==> config.mk <==
export PLATFORM = sky130hd
export DESIGN_NAME = clock_divider_sync_control
export DESIGN_NICKNAME = d
export VERILOG_FILES = /design/src/pkg/sync_ctrl_pkg.sv /design/src/pkg/sync_pulse_if.sv /design/src/rtl/sync_pin_filter.sv /design/src/rtl/clock_divider_sync_control.sv
export VERILOG_INCLUDE_DIRS = /design/src /design/src/pkg
export SDC_FILE = /design/constraint.sdc
export NUM_CORES = 1
export LEC_CHECK = 0
export BUFFER_PORTS_ARGS = -buffer_cell sky130_fd_sc_hd__buf_2
export CAP_MARGIN = 20
export CORE_AREA = 2 2 48 50
export DETAILED_ROUTE_END_ITERATION = 8
export DIE_AREA = 0 0 50 52
export PLACE_DENSITY = 0.87
export REMOVE_ABC_BUFFERS = 1
export SYNTH_ARGS = -nofsm -noshare
export SYNTH_HDL_FRONTEND = slang
export SYNTH_SLANG_ARGS = --single-unit
==> constraint.sdc <==
create_clock -name core_clk -period 3.21 [get_ports core_clk]
set_input_delay 0.8025 -clock core_clk [delete_from_list [all_inputs] [get_ports core_clk]]
set_output_delay 0.8025 -clock core_clk [all_outputs]
set_load 0.01 [all_outputs]
==> src/pkg/sync_ctrl_map.svh <==
// offsets, field positions, reset values and divider ratios for the sync control
`ifndef SYNC_CTRL_MAP_SVH
`define SYNC_CTRL_MAP_SVH

// ********************************************************************
// register map
// ********************************************************************
`define DIV_ALIGN_CTRL_ADDR 13'h0100
`define DIV_ALIGN_CTRL_RESET 8'h00
`define OUTPUT_MODE_ADDR 13'h0014
`define OUTPUT_MODE_RESET 8'h00

// ********************************************************************
// field positions
// ********************************************************************
`define GLOBAL_EN_BIT 0
`define DIV_GATE_BIT 1
`define ONE_SHOT_BIT 2
`define LIVE_BITS_MASK 8'h07
`define OUTPUT_TYPE_BIT 6

// ********************************************************************
// divider
// ********************************************************************
`define DIV_RATIO_DEFAULT 4'h1
`define DIV_RATIO_MAX 4'h8

`endif

==> src/pkg/sync_ctrl_pkg.sv <==
// types shared by the sync control modules
package sync_ctrl_pkg;
    // serial port word: address and data
    typedef logic [12:0] regAddr_t;
    typedef logic [7:0] regData_t;
    // divider phase counter
    typedef logic [3:0] divCount_t;
endpackage : sync_ctrl_pkg

==> src/pkg/sync_pulse_if.sv <==
// carrier between the pin synchroniser and the control core
`timescale 1ns/1ns
interface sync_pulse_if;
    logic pulse; // one-cycle rising edge of the cleaned sync input
    logic level; // settled level of the sync input
    modport src (output pulse, output level);
    modport dst (input pulse, input level);
endinterface : sync_pulse_if

==> src/rtl/sync_pin_filter.sv <==
// three-stage synchroniser and edge detector for the sync pin
`timescale 1ns/1ns
module sync_pin_filter (
    input wire logic core_clk,
    input wire logic srst,
    input wire logic syncPin,
    sync_pulse_if.src out
);
    import sync_ctrl_pkg::*;

    // ****************************************************************
    // synchroniser state
    // ****************************************************************
    logic [2:0] stage_reg; // [0] metastable, [1] and [2] compared
    logic [2:0] stage_next;
    logic level_reg; // accepted level
    logic level_next;
    logic pulse_reg; // rising-edge pulse
    logic pulse_next;

    // next values: a change counts only once stages 1 and 2 agree
    always_comb begin
        stage_next = {stage_reg[1:0], syncPin};
        level_next = level_reg;
        pulse_next = 1'b0;
        if (stage_reg[1] == stage_reg[2]) begin
            level_next = stage_reg[2];
            pulse_next = stage_reg[2] & ~level_reg;
        end
    end

    // registers only; stage 0 read only by stage 1
    always_ff @(posedge core_clk) begin
        if (srst) begin
            stage_reg <= 3'h0;
            level_reg <= 1'b0;
            pulse_reg <= 1'b0;
        end else begin
            stage_reg <= stage_next;
            level_reg <= level_next;
            pulse_reg <= pulse_next;
        end
    end

    assign out.pulse = pulse_reg;
    assign out.level = level_reg;
endmodule : sync_pin_filter

==> src/rtl/clock_divider_sync_control.sv <==
// divider alignment control with its register and output type strap
// Notes on behaviour
// - bits 7:3 ignore writes, read zero
// - nothing aligns unless global enable set
// - gate plus global enable: every pulse aligns
// - one-shot mode aligns only first pulse
// - one-shot alignment clears gate bit itself
// - strap picks LVDS or CMOS, software LVDS
`timescale 1ns/1ns
`include "sync_ctrl_map.svh"
module clock_divider_sync_control (
    input wire logic core_clk,
    input wire logic srst,
    input wire logic syncPin,
    input wire logic lvdsStrap,
    input wire logic regWrite,
    input wire logic regRead,
    input wire sync_ctrl_pkg::regAddr_t regAddr,
    input wire sync_ctrl_pkg::regData_t regWdata,
    output sync_ctrl_pkg::regData_t regRdata,
    input wire sync_ctrl_pkg::divCount_t divRatio,
    output logic divAlign,
    output logic lvdsMode,
    output sync_ctrl_pkg::divCount_t divPhase
);
    import sync_ctrl_pkg::*;

    // ****************************************************************
    // sync input conditioning
    // ****************************************************************
    sync_pulse_if syncBus ();

    sync_pin_filter pinFilter (
        .core_clk(core_clk),
        .srst(srst),
        .syncPin(syncPin),
        .out(syncBus)
    );

    // ****************************************************************
    // control register and alignment
    // ****************************************************************
    logic [2:0] ctrl_reg; // live bits of the control register
    logic [2:0] ctrl_next;
    logic align_reg; // one-cycle divider reset request
    logic align_next;
    logic outType_reg; // 1 = lvds
    logic outType_next;
    logic strapDone_reg; // strap captured since reset release
    logic strapDone_next;
    logic [2:0] strapSync_reg; // strap pin synchroniser
    logic [2:0] strapSync_next;
    regData_t rdata_reg;
    regData_t rdata_next;
    divCount_t phase_reg;
    divCount_t phase_next;
    logic accept; // a sync pulse passes the gates
    logic strapSettled; // last strap stage, watched by the checks

    // address match shared by read and write decode
    function automatic logic hit(input regAddr_t a, input regAddr_t t);
        hit = (a == t);
    endfunction : hit

    // gating: both enables needed, gate bit passes pulses
    assign accept = syncBus.pulse & ctrl_reg[`GLOBAL_EN_BIT]
        & ctrl_reg[`DIV_GATE_BIT];

    // next values of control, strap and read data
    always_comb begin
        ctrl_next = ctrl_reg;
        align_next = accept;
        outType_next = outType_reg;
        strapDone_next = 1'b1;
        strapSync_next = {strapSync_reg[1:0], lvdsStrap};
        rdata_next = rdata_reg;
        // only the live low bits take a write; upper bits are dropped
        if (regWrite && hit(regAddr, `DIV_ALIGN_CTRL_ADDR)) begin
            ctrl_next = regWdata[2:0];
        end
        // hardware clear wins over a same-cycle write of the gate
        if (accept && ctrl_reg[`ONE_SHOT_BIT]) begin
            ctrl_next[`DIV_GATE_BIT] = 1'b0;
        end
        // strap taken once after reset; settled stages must agree
        if (!strapDone_reg && strapSync_reg[1] == strapSync_reg[2]) begin
            outType_next = strapSync_reg[2];
        end else if (!strapDone_reg) begin
            strapDone_next = 1'b0;
        end
        // software may select lvds later
        if (regWrite && hit(regAddr, `OUTPUT_MODE_ADDR)
            && regWdata[`OUTPUT_TYPE_BIT]) begin
            outType_next = 1'b1;
        end
        // read: reserved bits read zero, unmapped reads zero
        if (regRead) begin
            if (hit(regAddr, `DIV_ALIGN_CTRL_ADDR)) begin
                rdata_next = {5'h00, ctrl_reg};
            end else if (hit(regAddr, `OUTPUT_MODE_ADDR)) begin
                rdata_next = {1'b0, outType_reg, 6'h00};
            end else begin
                rdata_next = 8'h00;
            end
        end
    end

    // divider phase counter, returned to zero on alignment
    always_comb begin
        phase_next = phase_reg + 4'h1;
        if (align_reg || phase_reg + 4'h1 >= divRatio) begin
            phase_next = 4'h0;
        end
    end

    // registers only; the strap stages keep sampling through reset, so
    // the pin level is already settled when reset lets go
    always_ff @(posedge core_clk) begin
        strapSync_reg <= strapSync_next;
        if (srst) begin
            ctrl_reg <= 3'h0;
            align_reg <= 1'b0;
            outType_reg <= 1'b0;
            strapDone_reg <= 1'b0;
            rdata_reg <= 8'h00;
            phase_reg <= 4'h0;
        end else begin
            ctrl_reg <= ctrl_next;
            align_reg <= align_next;
            outType_reg <= outType_next;
            strapDone_reg <= strapDone_next;
            rdata_reg <= rdata_next;
            phase_reg <= phase_next;
        end
    end

    assign regRdata = rdata_reg;
    assign divAlign = align_reg;
    assign lvdsMode = outType_reg;
    assign divPhase = phase_reg;
    assign strapSettled = strapSync_reg[2];
endmodule : clock_divider_sync_control

# Word-level counts from Yosys, hierarchy flattened
# Cells that the tools add are included.
# Widths: inputs -> output; s select.
[classes]
addsub = 1
multipliers = 0
div = 0
n_lt_le_gt_ge = 1
eq_ne = 4
shift = 0
n_mux = 6
bitwise_logic = 5
n_reduce_logical = 11
[ops]
columns = ["op", "n"]
rows = [
  ["$mux 7", 2],
  ["$eq 13x5->1 const B", 1],
  ["$eq 13x9->1 const B", 1],
  ["$reduce_or 2->1", 3],
  ["$logic_and 1x1->1", 5],
  ["$add 4x1->4 const B", 1],
  ["$ge 4x4->1", 1],
  ["$mux 1", 4],
  ["$and 1x1->1", 3],
  ["$eq 1x1->1", 2],
  ["$not 1->1", 2],
  ["$reduce_bool 2->1", 1],
  ["$logic_not 1->1", 1],
  ["$logic_or 1x1->1", 1],
]
[word_totals]
reg_bits = 26
latchBits = 0
ram_bits = 0
rom_bits = 0
inputBits = 31
out_inout_bits = 14
wordCells = 39
n_memories = 0

# Longest topological paths before layout
# Gate-level depths: netlist of run 1.
[logic_depth]
word_depth = 4
mapped_depth = 6
mapped_depth_nobuf = 6

# Hierarchy
# From an unflattened synthesis of run 1, not the netlist that was laid out.
[unflattened]
hier_cells = 95
hier_area_um2 = 968.4
[by_module_without_submodules]
columns = ["module", "n_inst", "cells_per_inst", "area_each_um2", "seq_area_each_um2"]
rows = [
  ["clock_divider_sync_control", 1, 83, 819.5, 340.3],
  ["sync_pin_filter", 1, 12, 148.9, 100.1],
]

# Worst setup path after synthesis of run 1
# OpenSTA, ideal clock, no wires.
[synth_path]
path_kind = "input -> register"
from = "input port divRatio[0]"
to = "register phase_reg[2] (netlist: divPhase[2])"
setup_time_ns = 0.066
t_arrival_ns = 1.677
required_time_ns = 3.144
slack_ns = 1.467
cell_stages = 5
path_buffers = 0
cell_sequence = "ha_1 nand2b_1 a211oi_1 o21ai_0 nor2b_1"
[synth_between]
elab_chain_len = 3
[synth_lines]
columns = ["element", "line_no", "text"]
rows = [
  ["from (decl)", "clock_divider_sync_control.sv:21", "input wire sync_ctrl_pkg::divCount_t divRatio,"],
  ["$ge 4x4->1", "clock_divider_sync_control.sv:111", "if (align_reg || phase_reg + 4'h1 >= divRatio) begin"],
  ["$logic_or 1x1->1", "clock_divider_sync_control.sv:111", ""],
  ["$reduce_or 2->1 (no line)", "n/a", ""],
  ["to (signal assigned)", "clock_divider_sync_control.sv:133", "phase_reg <= phase_next;"],
  ["to (decl)", "clock_divider_sync_control.sv:55", "divCount_t phase_reg;"],
]
# Every way passes these cells.
# A chain may end at the register's enable or synchronous reset.

# Worst setup path in the final report of run 1
[layout_path]
from = "register phase_reg[0] (netlist: divPhase[0])"
to = "output port divPhase[0]"
[layout_rtl]
columns = ["element", "line_no", "text"]
rows = [
  ["to (decl)", "clock_divider_sync_control.sv:24", "output sync_ctrl_pkg::divCount_t divPhase"],
]
# No word-level cell between the ends.

==> summary.md, run 1 <==
| Metric | Value |
|---|---|
| DR DRC count | 0 |
| Initial drt markers | 10 |
| Setup crit start kind | flip-flop |
| Sw Share | between 20 and 25% |
| Yosys warns | 0 |
| Vias per Instance | between 4 and 5 |
| CTS sink count | 22 |
| RePlAce Congestion | between 0.7 and 0.8 |
| CP max stage delay | ~0.42 ns |
| # diodes | 0 |
| Pint | 399 uW |
| Count of cell types in the netlist | 30 |
| Critical Path End Type | output port |
| P per Cell Area | between 400 and 500 mW/mm2 |
| Setup Viol. Count Final | 0 |
| Seq/Total Area, Yosys | 46.1% |
| VDD IR-drop max | approximately 270 uV |
| Top-Level Pins | 45 |
| CP top delay family | flip-flops |
| CTS resizes | 0 |
| CTS root buf | clkbuf_4 |
| Mapped Area | 956 um2 |
| Global-route wire length before repair | 2960 um |
| Post-Synthesis Cells | 96 |
| Antenna Nets Post-Route | 0 |
| Average wire per standard cell | 10.5 um |
| Skew-Pair Late Insertion Delay | 0.30 ns |
| CTS Buf Count | 3 |
| Hold-fix buffers, CTS | 0 |
| Status | completed |
| Gr busiest metal | met2 |
| Via Count | 769 |
| Drt total wl | ~1700 um |
| Dpl ws | 1.27 ns |
| Die footprint | around 0.0026 mm2 |
| Post-CTS Setup Inserts | 0 |
| Avg Inst Size Synth | 9.96 um2 |
| Largest net degree at the start of global routing | 19 |
| Max clock buf depth | 2 |
| CTS tree | done |
| Register clock-pin slew on the reported worst setup and hold paths | 0.11 ns |
| Die width | 50 um |
| Initial Utilization | 45.4% |
| Period Utilization, post-route | between 50% and 60% |
| Clock power frac | around 28% |
| Combinational power share | 16.3% |
| GR Util met3 | 2.59% |
| Final Max Tran Viols | 0 |
| Sequential share of power | 55.9% |
| CP Cell Sequence | buf_2 |
| Global route total overflow | 0 |
| H-tree levels | 1 |
| Unrepaired setup endpoints after global routing | no |
| Number of synthesized register bits | 22 |
| Met2 usage | about a quarter |
| Vias in the first global route | 682 |
| Share of layout cells above drive strength 1 | 35.1% |
| Global routing met1 resource utilization | 18.8% |
| Final Critical Period | 1.68 ns |
| GRT Total Usage | 15.3% |
| Worst setup path class | flip-flop to output port |
| WP data arrival | 0.88 ns |
| Crit Path Max Fanout | 5 |
| # nets final | 171 |
| Core area | 0.00211 mm2 |
| FMAX | ~600 MHz |
| Fin worst setup slack | around 1.5 ns |
| Antenna violations before repair | 0 |
| Hold WC Path Type | flip-flop to flip-flop |
| Site Rows | 17 |
| Area delta synth->final | 24.0% |
| Post-detail-place hpwl | 1370 um |
| Clk_skew | 0.00193 ns |
| Critical path data required time | 2.41 ns |
| Total of max-cap violations | 0 |
| First drt pass iteration count | 4 |
| NetSw | 132 uW |
| Hold Vio Cnt, Final | 0 |
| Setup TNS | 0 ns |
| Buffers & Inverters on Critical Path | 1 |
| Port Buffers | 36 |
| Lkg Pwr | 0.000550 uW |
| Die Ht | 52 um |
| Slowest cell on crit path | dfxtp_1 |
-- placed cells by master, fill, tap and decap left out --
cell type  count
buf_2         36
dfxtp_1       22
nor2_1         7
nor2b_1        6
o21ai_0        6
nand2_1        5
ha_1           5
inv_1          4
nand3b_1       4
conb_1         4
nand2b_1       3
a22o_2         3
o21ai_1        3
clkbuf_4       3
nand3_1        2
xnor2_1        2
nor4_4         2
nand4_1        2
nor3b_1        2
nand4b_1       2
xor2_1         1
a21o_1         1
o31ai_1        1
a211oi_1       1
nor3_1         1
and3b_1        1
a21oi_1        1
nor2_2         1
nand4_2        1
and4b_1        1
clkbuf_8       1
-- metrics by stage --
stage	util [%]	hold WS, ns	total power [uW]	cells	area [um2]
after global routing	56.3	0.345	568	162	1180
after global placement	54.5	0.310	386	158	1150
after CTS	56.3	0.340	535	162	1180
after floorplan	-	0.310	351	94	933
after detailed placement	54.5	0.314	391	158	1150
final	56.3	0.344	531	162	1180
-- final timing paths --
check	start	end	slack, ns	depth (start not counted)
worst max-delay path	divPhase[0]	divPhase[0]	1.53	1
worst min-delay path	strapSync_reg[0]	strapSync_reg[1]	0.34	0
worst max register to register	divPhase[0]	divPhase[2]	1.56	6
worst min register to register	strapSync_reg[0]	strapSync_reg[1]	0.34	0
-- cells in the mapped netlist --
master,count,area share (%)
xor2_1,1,0.92
nand3_1,2,1.0
and3b_1,1,0.92
a21o_1,1,0.79
ha_1,5,6.5
nand4_1,2,1.3
nand2b_1,3,2.0
dfxtp_1,22,46
buf_4,4,3.1
conb_1,1,0.39
nor3_1,1,0.52
nor2b_1,6,3.9
o31ai_1,1,0.79
a22o_2,3,3.1
nor2_2,1,0.65
inv_1,4,1.6
clkbuf_1,1,0.39
nand4b_1,2,1.8
a21oi_1,1,0.52
nand2_1,5,2.0
and4b_1,1,1.0
nor4_4,2,4.5
o21ai_1,3,1.6
o21ai_0,6,3.1
nor3b_1,2,1.6
nand3b_1,4,3.1
nor2_1,7,2.7
a211oi_1,1,0.79
nand4_2,1,1.3
xnor2_1,2,1.8
-- routing by layer --
layer,routed length [um],vias up
met3,81,4
met2,803,20
li1,-,404
met5,0,-
met1,746,341
met4,63,0
-- layout make-up --
type                            instances  area, um2
Timing Repair Buffer                   36        180
Multi-Input combinational cell         68        478
Clock buffer                            4       36.3
Fill cell                             189        921
Sequential cell                        22        440
Tap cell                               28       35.0
Inverter                                4       15.0
-- kinds of logic after synthesis --
kind of cell	synth area share [%]
AOI/OAI and AO/OA	10.7
xor gates and xnor gates	2.75
adders and majority gates	6.54
buffers and inverters	5.10
DFF	46.1
other	0.392
and+or+nand+nor	28.4
-- power by group through the flow --
stage	combinational [uW]	sequential, uW	clock [uW]
floorplan	45.4	306	0
global placement	84.0	302	0
detailed placement	87.7	303	0
CTS	87.9	297	151
global route	101	299	168
finish	86.6	297	148
Power figures use the tool's default switching activity.
==> inputs of run 2 (changes only) <==
--- a/config.mk
+++ b/config.mk
@@ -6,12 +6,13 @@
 export SDC_FILE = /design/constraint.sdc
 export NUM_CORES = 1
 export LEC_CHECK = 0
+export ABC_AREA = 1
 export BUFFER_PORTS_ARGS = -buffer_cell sky130_fd_sc_hd__buf_2
 export CAP_MARGIN = 20
-export CORE_AREA = 2 2 48 50
+export CORE_AREA = 2 2 53 55
 export DETAILED_ROUTE_END_ITERATION = 8
-export DIE_AREA = 0 0 50 52
-export PLACE_DENSITY = 0.87
+export DIE_AREA = 0 0 55 57
+export PLACE_DENSITY = 0.79
 export REMOVE_ABC_BUFFERS = 1
 export SYNTH_ARGS = -nofsm -noshare
 export SYNTH_HDL_FRONTEND = slang
==> constraint.sdc (replaced) <==
create_clock -name core_clk -period 1.45 [get_ports core_clk]
set_input_delay 0.3625 -clock core_clk [delete_from_list [all_inputs] [get_ports core_clk]]
set_output_delay 0.3625 -clock core_clk [all_outputs]
set_load 0.01 [all_outputs]
==> run 2 against run 1 <==
  * The run now ends with setup timing left
  * Utilization shrank 3.8 points
  * Largest cell class unchanged
  * Final cell count grew 30%
  * Non-clock buffer count grew 7
  * Worst setup slack lost 1.8 ns
  * Critical endpoint is now divPhase[0]
  * Die area grew 21%
==> summary.md, run 2 <==
| Metric | Value |
|---|---|
| Status | finished, violations left (was completed) |
| Violated checks | setup timing |
| CP max stage delay | 0.38 ns (was 0.42 ns) |
| DR DRC count | 0 (unchanged) |
| H-tree levels | 1 (unchanged) |
| First drt pass iteration count | 4 (unchanged) |
| Top FF cell, synth | dfxtp_1 (unchanged) |
| Register clock-pin slew on the reported worst setup and hold paths | 0.12 ns (was 0.11 ns) |
| Setup crit start kind | flip-flop (unchanged) |
| Placed cells | 204 (was 158) |
| Post-detail-place hpwl | 1520 um (was 1370 um) |
| Post-synth top area cell | dfxtp_1 (unchanged) |
| Dpl ws | -0.191 ns (was 1.27 ns) |
| P per Cell Area | 1120 mW/mm2 (was 448 mW/mm2) |
| Hold Vio Cnt, Final | 0 (unchanged) |
| Dominant cells by area after synthesis | dfxtp_1, inv_1, nor2_1, nand2_1, ha_1 (was dfxtp_1, ha_1, nor4_4, nor2b_1, a22o_2) |
| Most frequent cells in the layout | buf_2, inv_1, dfxtp_1, nor2_1, nand2_1 (was buf_2, dfxtp_1, nor2_1, nor2b_1, o21ai_0) |
| Vias per Instance | 4.39 (was 4.75) |
| Port Buffers | 36 (unchanged) |
| Final Max Tran Viols | 0 (unchanged) |
| CP Cell Sequence | ha_4 -> xnor2_2 -> inv_1 -> ha_1 -> nand2_1 -> inv_2 -> nand3_2 -> nand4_1 -> nor3_1 (was buf_2) |
| Initial Utilization | 39.0% (was 45.4%) |
| Sw Share | 30.2% (was 24.9%) |
| Skew-Pair Late Insertion Delay | 0.30 ns (about the same) |
| Yosys top cell area share | 43.1% (was 46.1%) |
| Die footprint | 0.00314 mm2 (was 0.00260 mm2) |
| Worst setup path class | flip-flop to flip-flop (was flip-flop to output port) |
| Critical Path End Type | flip-flop (was output port) |
| Count of cell types in the netlist | 23 (was 30) |
| Max clock buf depth | 2 (unchanged) |
| Hold WC Path Type | primary input to flip-flop (was flip-flop to flip-flop) |
| Area delta synth->final | 34.4% (was 24.0%) |
| Setup Viol. Count Final | 4 (was 0) |
| CP top delay family | simple AND/OR/NAND/NOR gates (was flip-flops) |
| CTS sink count | 22 (unchanged) |
| NetSw | 465 uW (was 132 uW) |
| Mapped Area | 0.00102 mm2 (was 956 um2) |
| Fillers | 281 (was 189) |
| Global-route wire length before repair | 3170 um (was 2960 um) |
| Number of synthesized register bits | 22 (unchanged) |
| Lkg Pwr | 0.000694 uW (was 0.000550 uW) |
| Fin Hold WS | 0.170 ns (was 0.344 ns) |
| Unrepaired setup endpoints after global routing | yes (was no) |
| Antenna Nets Post-Route | 0 (unchanged) |
| # nets final | 217 (was 171) |
| Site Rows | 19 (was 17) |
| Combinational power share | 32.6% (was 16.3%) |
| Synth async-reset ratio | 0% (unchanged) |
| Total of max-cap violations | 0 (unchanged) |
| Buffers & Inverters on Critical Path | 2 (was 1) |
| Synth top cells by count | inv_1, dfxtp_1, nor2_1 (was dfxtp_1, nor2_1, nor2b_1, o21ai_0) |
| Core area | 0.00262 mm2 (was 0.00211 mm2) |
| Global route total overflow | 0 (unchanged) |
| Share of layout cells above drive strength 1 | 37.8% (was 35.1%) |
| Seq/Total Area, Yosys | 43.1% (was 46.1%) |
| Avg Inst Size Synth | 7.56 um2 (was 9.96 um2) |
| Commonest non-fill, non-tap cell in the layout | buf_2 (unchanged) |
| Initial drt markers | 17 (was 10) |
| VDD IR-drop max | 798 uV (was 269 uV) |
| Period Utilization, post-route | 117% |
| GRT Total Usage | 13.4% (was 15.3%) |
| Critical path data required time | 1.67 ns (was 2.41 ns) |
| Average wire per standard cell | 9.58 um (was 10.5 um) |
| Fin worst setup slack | -0.240 ns (was 1.53 ns) |
| Largest net degree at the start of global routing | 13 (was 19) |
| Final Non-Filler Cells | 211 (was 162) |
| WP data arrival | 1.91 ns (was 0.88 ns) |
| Clock power frac | 20.9% (was 27.8%) |
| Vias in the first global route | 823 (was 682) |
| Tot Pwr | 1540 uW (was 531 uW) |
| CTS tree | done (unchanged) |
| Die Ht | 57 um (was 52 um) |
| RePlAce Congestion | 0.701 (was 0.713) |
| Slowest cell on crit path | dfxtp_4 (was dfxtp_1) |
| CTS root buf | clkbuf_4 (unchanged) |
| CTS Buf Count | 3 (unchanged) |
| Antenna violations before repair | 0 (unchanged) |
| Pint | 1080 uW (was 399 uW) |
| Die width | 55 um (was 50 um) |
| Sequential share of power | 46.6% (was 55.9%) |
| EDFF count, synth | 0 (unchanged) |
| Most common cell in the netlist | inv_1 (was dfxtp_1) |
| Via Count | 927 (was 769) |
| Drt total wl | 2020 um (was 1690 um) |
| Top-Level Pins | 45 (unchanged) |
| Yosys warns | 0 (unchanged) |
| Clk_skew | 0.0105 ns (was 0.00193 ns) |
| # diodes | 0 (unchanged) |
| Hold-fix buffers, CTS | 0 (unchanged) |
| Post-Synthesis Cells | 135 (was 96) |
| FMAX | 592 MHz |
| Final Critical Period | 1.69 ns |
| Crit Path Max Fanout | 4 (was 5) |
-- run 2: final timing paths --
kind / startpoint / to / slack (ns) / cells after the start
max: divPhase[0] / divPhase[0] / -0.24 / 9
min reg2reg: strapSync_reg[0] / strapSync_reg[1] / 0.34 / 0
min: lvdsStrap / strapSync_reg[0] / 0.17 / 1
max reg2reg: divPhase[0] / divPhase[0] / -0.24 / 9
-- run 2: cell type report --
type | instances | area (um2) | area share [%]
multi-input combinational | 84 | 515 | 37.6
tap | 31 | 38.8 | 2.83
timing repair buffer | 43 | 233 | 17.0
clock buffer | 4 | 36.3 | 2.64
sequential | 22 | 448 | 32.6
inverter | 27 | 101 | 7.38
-- run 2: cell families (layout without fill, tap and decap cells) --
logic type	after synthesis	after routing	synth area share, %
AND/OR/NAND/NOR	56	56	26.8
adder cells (fa/ha/maj)	5	5	6.13
buffers and inverters	32	74	13.2
flip-flops	22	22	43.1
AO/OA/AOI/OAI	17	17	8.58
XOR/XNOR	2	2	1.72
other	1	4	0.367
-- run 2: layer usage --
layer,vias to the layer above,track usage [%],part of all wire [%],wire (um)
li1,504,-,-,-
met1,407,15.2,41,834
met2,14,23.6,53,1080
met3,2,2.88,4.9,100
met4,0,5.23,0.59,12
met5,-,0,0,0
-- run 2: metrics by stage --
step / util, % / instance area, um2 / TNS, ns
after floorplan: - / 998 / -0.348
after global placement: 47.7 / 1250 / -0.503
after detailed placement: 47.7 / 1250 / -0.748
after CTS: 51.1 / 1340 / -0.558
after global routing: 52.5 / 1370 / -1.18
final: 52.5 / 1370 / -0.716
-- run 2: power by group through the flow --
stage | Clock, uW | Combinational, uW | Sequential [uW]
finish | 322 | 502 | 718
global route | 356 | 563 | 728
global placement | 0 | 396 | 694
CTS | 327 | 454 | 701
floorplan | 0 | 209 | 721
detailed placement | 0 | 403 | 696
-- run 2: repair_timing --
action,CTS,global route
gates resized for setup,7,6
buffers inserted,2,1
setup endpoints to repair,4,4
cloned,0,0
pin swaps,4,5
==> inputs of run 3 (changes only) <==
--- a/config.mk
+++ b/config.mk
@@ -9,11 +9,12 @@
 export ABC_AREA = 1
 export BUFFER_PORTS_ARGS = -buffer_cell sky130_fd_sc_hd__buf_2
 export CAP_MARGIN = 20
-export CORE_AREA = 2 2 53 55
+export CORE_AREA = 2 2 54 56
 export DETAILED_ROUTE_END_ITERATION = 8
-export DIE_AREA = 0 0 55 57
-export PLACE_DENSITY = 0.79
+export DIE_AREA = 0 0 56 58
+export PLACE_DENSITY = 0.78
 export REMOVE_ABC_BUFFERS = 1
 export SYNTH_ARGS = -nofsm -noshare
 export SYNTH_HDL_FRONTEND = slang
+export SYNTH_HIERARCHICAL = 1
 export SYNTH_SLANG_ARGS = --single-unit
==> run 3 against run 2 <==
  * The flow still finishes with violations (setup timing)
  * First-iteration DRC count fell by 59%
  * Flip-flop and latch count unchanged
  * Total power decreased by 0.16%
  * Clock skew is 0.0093 ns lower
  * Final cell count grew 1.4%
  * Worst setup slack improved by 0.064 ns
  * Count of clock-buffer cells in the layout is 1 lower
  * Global-route usage grew 1.4 points
==> summary.md, run 3 <==
| Metric | Value |
|---|---|
| CTS root buf | clkbuf_4 (unchanged) |
| Sw Share | 32.1% (was 30.2%) |
| Max clock buf depth | 2 (unchanged) |
| Yosys warns | 6 (was 0) |
| Initial Utilization | 39.4% (was 39.0%) |
| Antenna Nets Post-Route | 0 (unchanged) |
| RePlAce Congestion | 0.769 (was 0.701) |
| First drt pass iteration count | 4 (unchanged) |
| DP Area | 0.00127 mm2 (was 0.00125 mm2) |
| Initial drt markers | 7 (was 17) |
| Fin worst setup slack | -0.176 ns (was -0.240 ns) |
| Share of layout cells above drive strength 1 | 38.8% (was 37.8%) |
| Post-Synth Adder-Cell Area | 5.97% (was 6.13%) |
| CTS Buf Count | 3 (unchanged) |
| Synth async-reset ratio | 0% (unchanged) |
| Avg Inst Size Synth | 7.49 um2 (was 7.56 um2) |
| WP data arrival | 1.85 ns (was 1.91 ns) |
| Average wire per standard cell | 10.3 um (was 9.58 um) |
| Post-synth top area cell | dfxtp_1 (unchanged) |
| Mapped Area | 0.00105 mm2 (was 0.00102 mm2) |
| Core area | 0.00266 mm2 (was 0.00262 mm2) |
| Vias per Instance | 4.43 (was 4.39) |
| Commonest non-fill, non-tap cell in the layout | buf_2 (unchanged) |
| VDD IR-drop max | 710 uV (was 798 uV) |
| Util after Layout | 52.9% (was 52.5%) |
| Die footprint | 0.00325 mm2 (was 0.00314 mm2) |
| EDFF count, synth | 0 (unchanged) |
| Compound-Gate Fraction of Synth Area | 7.64% (was 8.58%) |
| Global-route wire length before repair | 3750 um (was 3170 um) |
| Setup crit start kind | flip-flop (unchanged) |
| Post-Synth XOR/XNOR Area | 1.67% (was 1.72%) |
| Top FF cell, synth | dfxtp_1 (unchanged) |
| Hold WC Path Type | primary input to flip-flop (unchanged) |
| Post-Synthesis Cells | 140 (was 135) |
| Yosys top cell area share | 42.0% (was 43.1%) |
| Critical path data required time | 1.67 ns (about the same) |
| Pint | 1050 uW (was 1080 uW) |
| Status | finished, violations left (unchanged) |
| CTS sink count | 22 (unchanged) |
| FMAX | 615 MHz (was 592 MHz) |
| Final Cell Area | 0.00141 mm2 (was 0.00137 mm2) |
| Dominant cells by area after synthesis | dfxtp_1, inv_1, nand2_1, ha_1, nor2_1 (was dfxtp_1, inv_1, nor2_1, nand2_1, ha_1) |
| Die width | 56 um (was 55 um) |
| Hold-fix buffers, CTS | 0 (unchanged) |
| H-tree levels | 1 (unchanged) |
| NetSw | 494 uW (was 465 uW) |
| Top sig layer | met4 (unchanged) |
| Clk_skew | 0.00114 ns (was 0.0105 ns) |
| # nets final | 221 (was 217) |
| Site Rows | 19 (unchanged) |
| Mux contribution to synthesized area | 0% (unchanged) |
| Period Utilization, post-route | 112% (was 117%) |
| Via Count | 948 (was 927) |
| CTS tree | done (unchanged) |
| Final Non-Filler Cells | 214 (was 211) |
| P per Cell Area | 1090 mW/mm2 (was 1120 mW/mm2) |
| Setup TNS | -0.644 ns (was -0.716 ns) |
| Unrepaired setup endpoints after global routing | yes (unchanged) |
| Setup Viol. Count Final | 4 (unchanged) |
| R2R Setup Slk | -0.18 ns (was -0.24 ns) |
| Die Ht | 58 um (was 57 um) |
| Vias in the first global route | 905 (was 823) |
| Sequential share of power | 46.5% (was 46.6%) |
| Count of cell types in the netlist | 24 (was 23) |
| Total of max-cap violations | 0 (unchanged) |
| Combinational power share | 36.5% (was 32.6%) |
| Register clock-pin slew on the reported worst setup and hold paths | 0.11 ns (was 0.12 ns) |
| Final Critical Period | 1.63 ns (was 1.69 ns) |
| Number of synthesized register bits | 22 (unchanged) |
| Post-detail-place hpwl | 1530 um (was 1520 um) |
| Synth top cells by count | inv_1, dfxtp_1, nand2_1 (was inv_1, dfxtp_1, nor2_1) |
| Global route total overflow | 0 (unchanged) |
| Crit Path Max Fanout | 4 (unchanged) |
| Most frequent cells in the layout | buf_2, inv_1, dfxtp_1, nand2_1, nor2_1 (was buf_2, inv_1, dfxtp_1, nor2_1, nand2_1) |
| Largest family of logic cells by synthesized area | simple AND/OR/NAND/NOR gates (unchanged) |
| Final Max Tran Viols | 0 (unchanged) |
| Met3 wire length | 97 um (was 100 um) |
| Top-Level Pins | 45 (unchanged) |
| Most common cell in the netlist | inv_1 (unchanged) |
| Drt total wl | 2210 um (was 2020 um) |
| Skew-Pair Late Insertion Delay | 0.29 ns (was 0.30 ns) |
| GRT Total Usage | 14.8% (was 13.4%) |
| DR DRC count | 0 (unchanged) |
| Seq/Total Area, Yosys | 42.0% (was 43.1%) |
| Hold Vio Cnt, Final | 0 (unchanged) |
| Placed cells | 209 (was 204) |
| Antenna violations before repair | 0 (unchanged) |
| Met2 WL post-DR | 1220 um (was 1080 um) |
| Simple-Gate Fraction of Synth Area | 28.3% (was 26.8%) |
| Critical Path End Type | flip-flop (unchanged) |
| Area delta synth->final | 34.4% (about the same) |
| WL met1 | 878 um (was 834 um) |
| Clock power frac | 16.9% (was 20.9%) |
| # diodes | 0 (unchanged) |
| Lkg Pwr | 0.000701 uW (was 0.000694 uW) |
| Port Buffers | 36 (unchanged) |
| Violated checks | setup timing (unchanged) |
| Worst setup path class | flip-flop to flip-flop (unchanged) |
| Largest net degree at the start of global routing | 14 (was 13) |
==> run 3: cell types whose count changed in the layout (fill, tap and decap cells not counted), sizes merged <==
cell / previous run / this run
nand2: 18 / 22
a22oi: 0 / 1
nor2: 23 / 21
inv: 26 / 30
clkbuf: 4 / 3
nor3: 5 / 7
o21ai: 5 / 4
buf: 43 / 42
a21oi: 11 / 9
clkinv: 1 / 0
==> run 3: repair_timing <==
item	in CTS	in global routing
pin swaps	6	6
setup buffers	1	1
gates resized for setup	10	9
endpoints found under the setup margin	4	4
gates cloned	0	0
==> run 3: layout make-up <==
type	instances	area [um2]
multi-input cells	86	564
fillers	262	1250
flip-flops and latches	22	445
inverters	30	113
well taps	31	38.8
clock buffers	3	22.5
repair buffers	42	225
==> run 3: critical path, cell delays in order (launching register included) <==
cell and delay (ns):
dfxtp_4 0.38, ha_4 0.18, xnor2_4 0.15, inv_2 0.06, ha_4 0.21, nand2_2 0.05
inv_2 0.04, nand2_2 0.05, nand4_1 0.22, nor3_2 0.19
==> run 3: power by group through the flow <==
stage / registers, uW / clock network, uW / logic [uW]
finish: 716 / 261 / 563
global route: 721 / 294 / 637
CTS: 714 / 271 / 464
detailed placement: 700 / 0 / 413
global placement: 698 / 0 / 404
floorplan: 719 / 0 / 209
==> run 3: cell families (layout without fill, tap and decap cells) <==
logic type      count (synthesis)  in the layout
other cells                     1              4
simple gates                   60             60
xor+xnor                        2              2
flops                          22             22
fa+ha+maj                       5              5
buf+inv                        35             75
compound gates                 15             15
==> run 3: final timing paths <==
kind                    startpoint               end  depth (start not counted)
setup / recovery       divPhase[0]       divPhase[3]                          9
hold / removal           lvdsStrap  strapSync_reg[0]                          1
hold reg to reg   strapSync_reg[0]  strapSync_reg[1]                          0
setup reg to reg       divPhase[0]       divPhase[3]                          9
==> run 3: per-layer routing <==
metal  GRT usage, %  vias up
met3           5.13        2
met1           16.0      419
li1               -      510
met5              0        -
met2           27.2       17
met4           4.42        0
==> run 3: per-stage QoR <==
| stage | setup WS (ns) | hold WS [ns] | total power, uW |
|---|---|---|---|
| after floorplan | -0.0816 | 0.310 | 928 |
| after CTS | -0.178 | 0.169 | 1450 |
| after global placement | -0.164 | 0.312 | 1100 |
| after detailed placement | -0.177 | 0.318 | 1110 |
| final | -0.176 | 0.177 | 1540 |
| after global routing | -0.313 | 0.155 | 1650 |
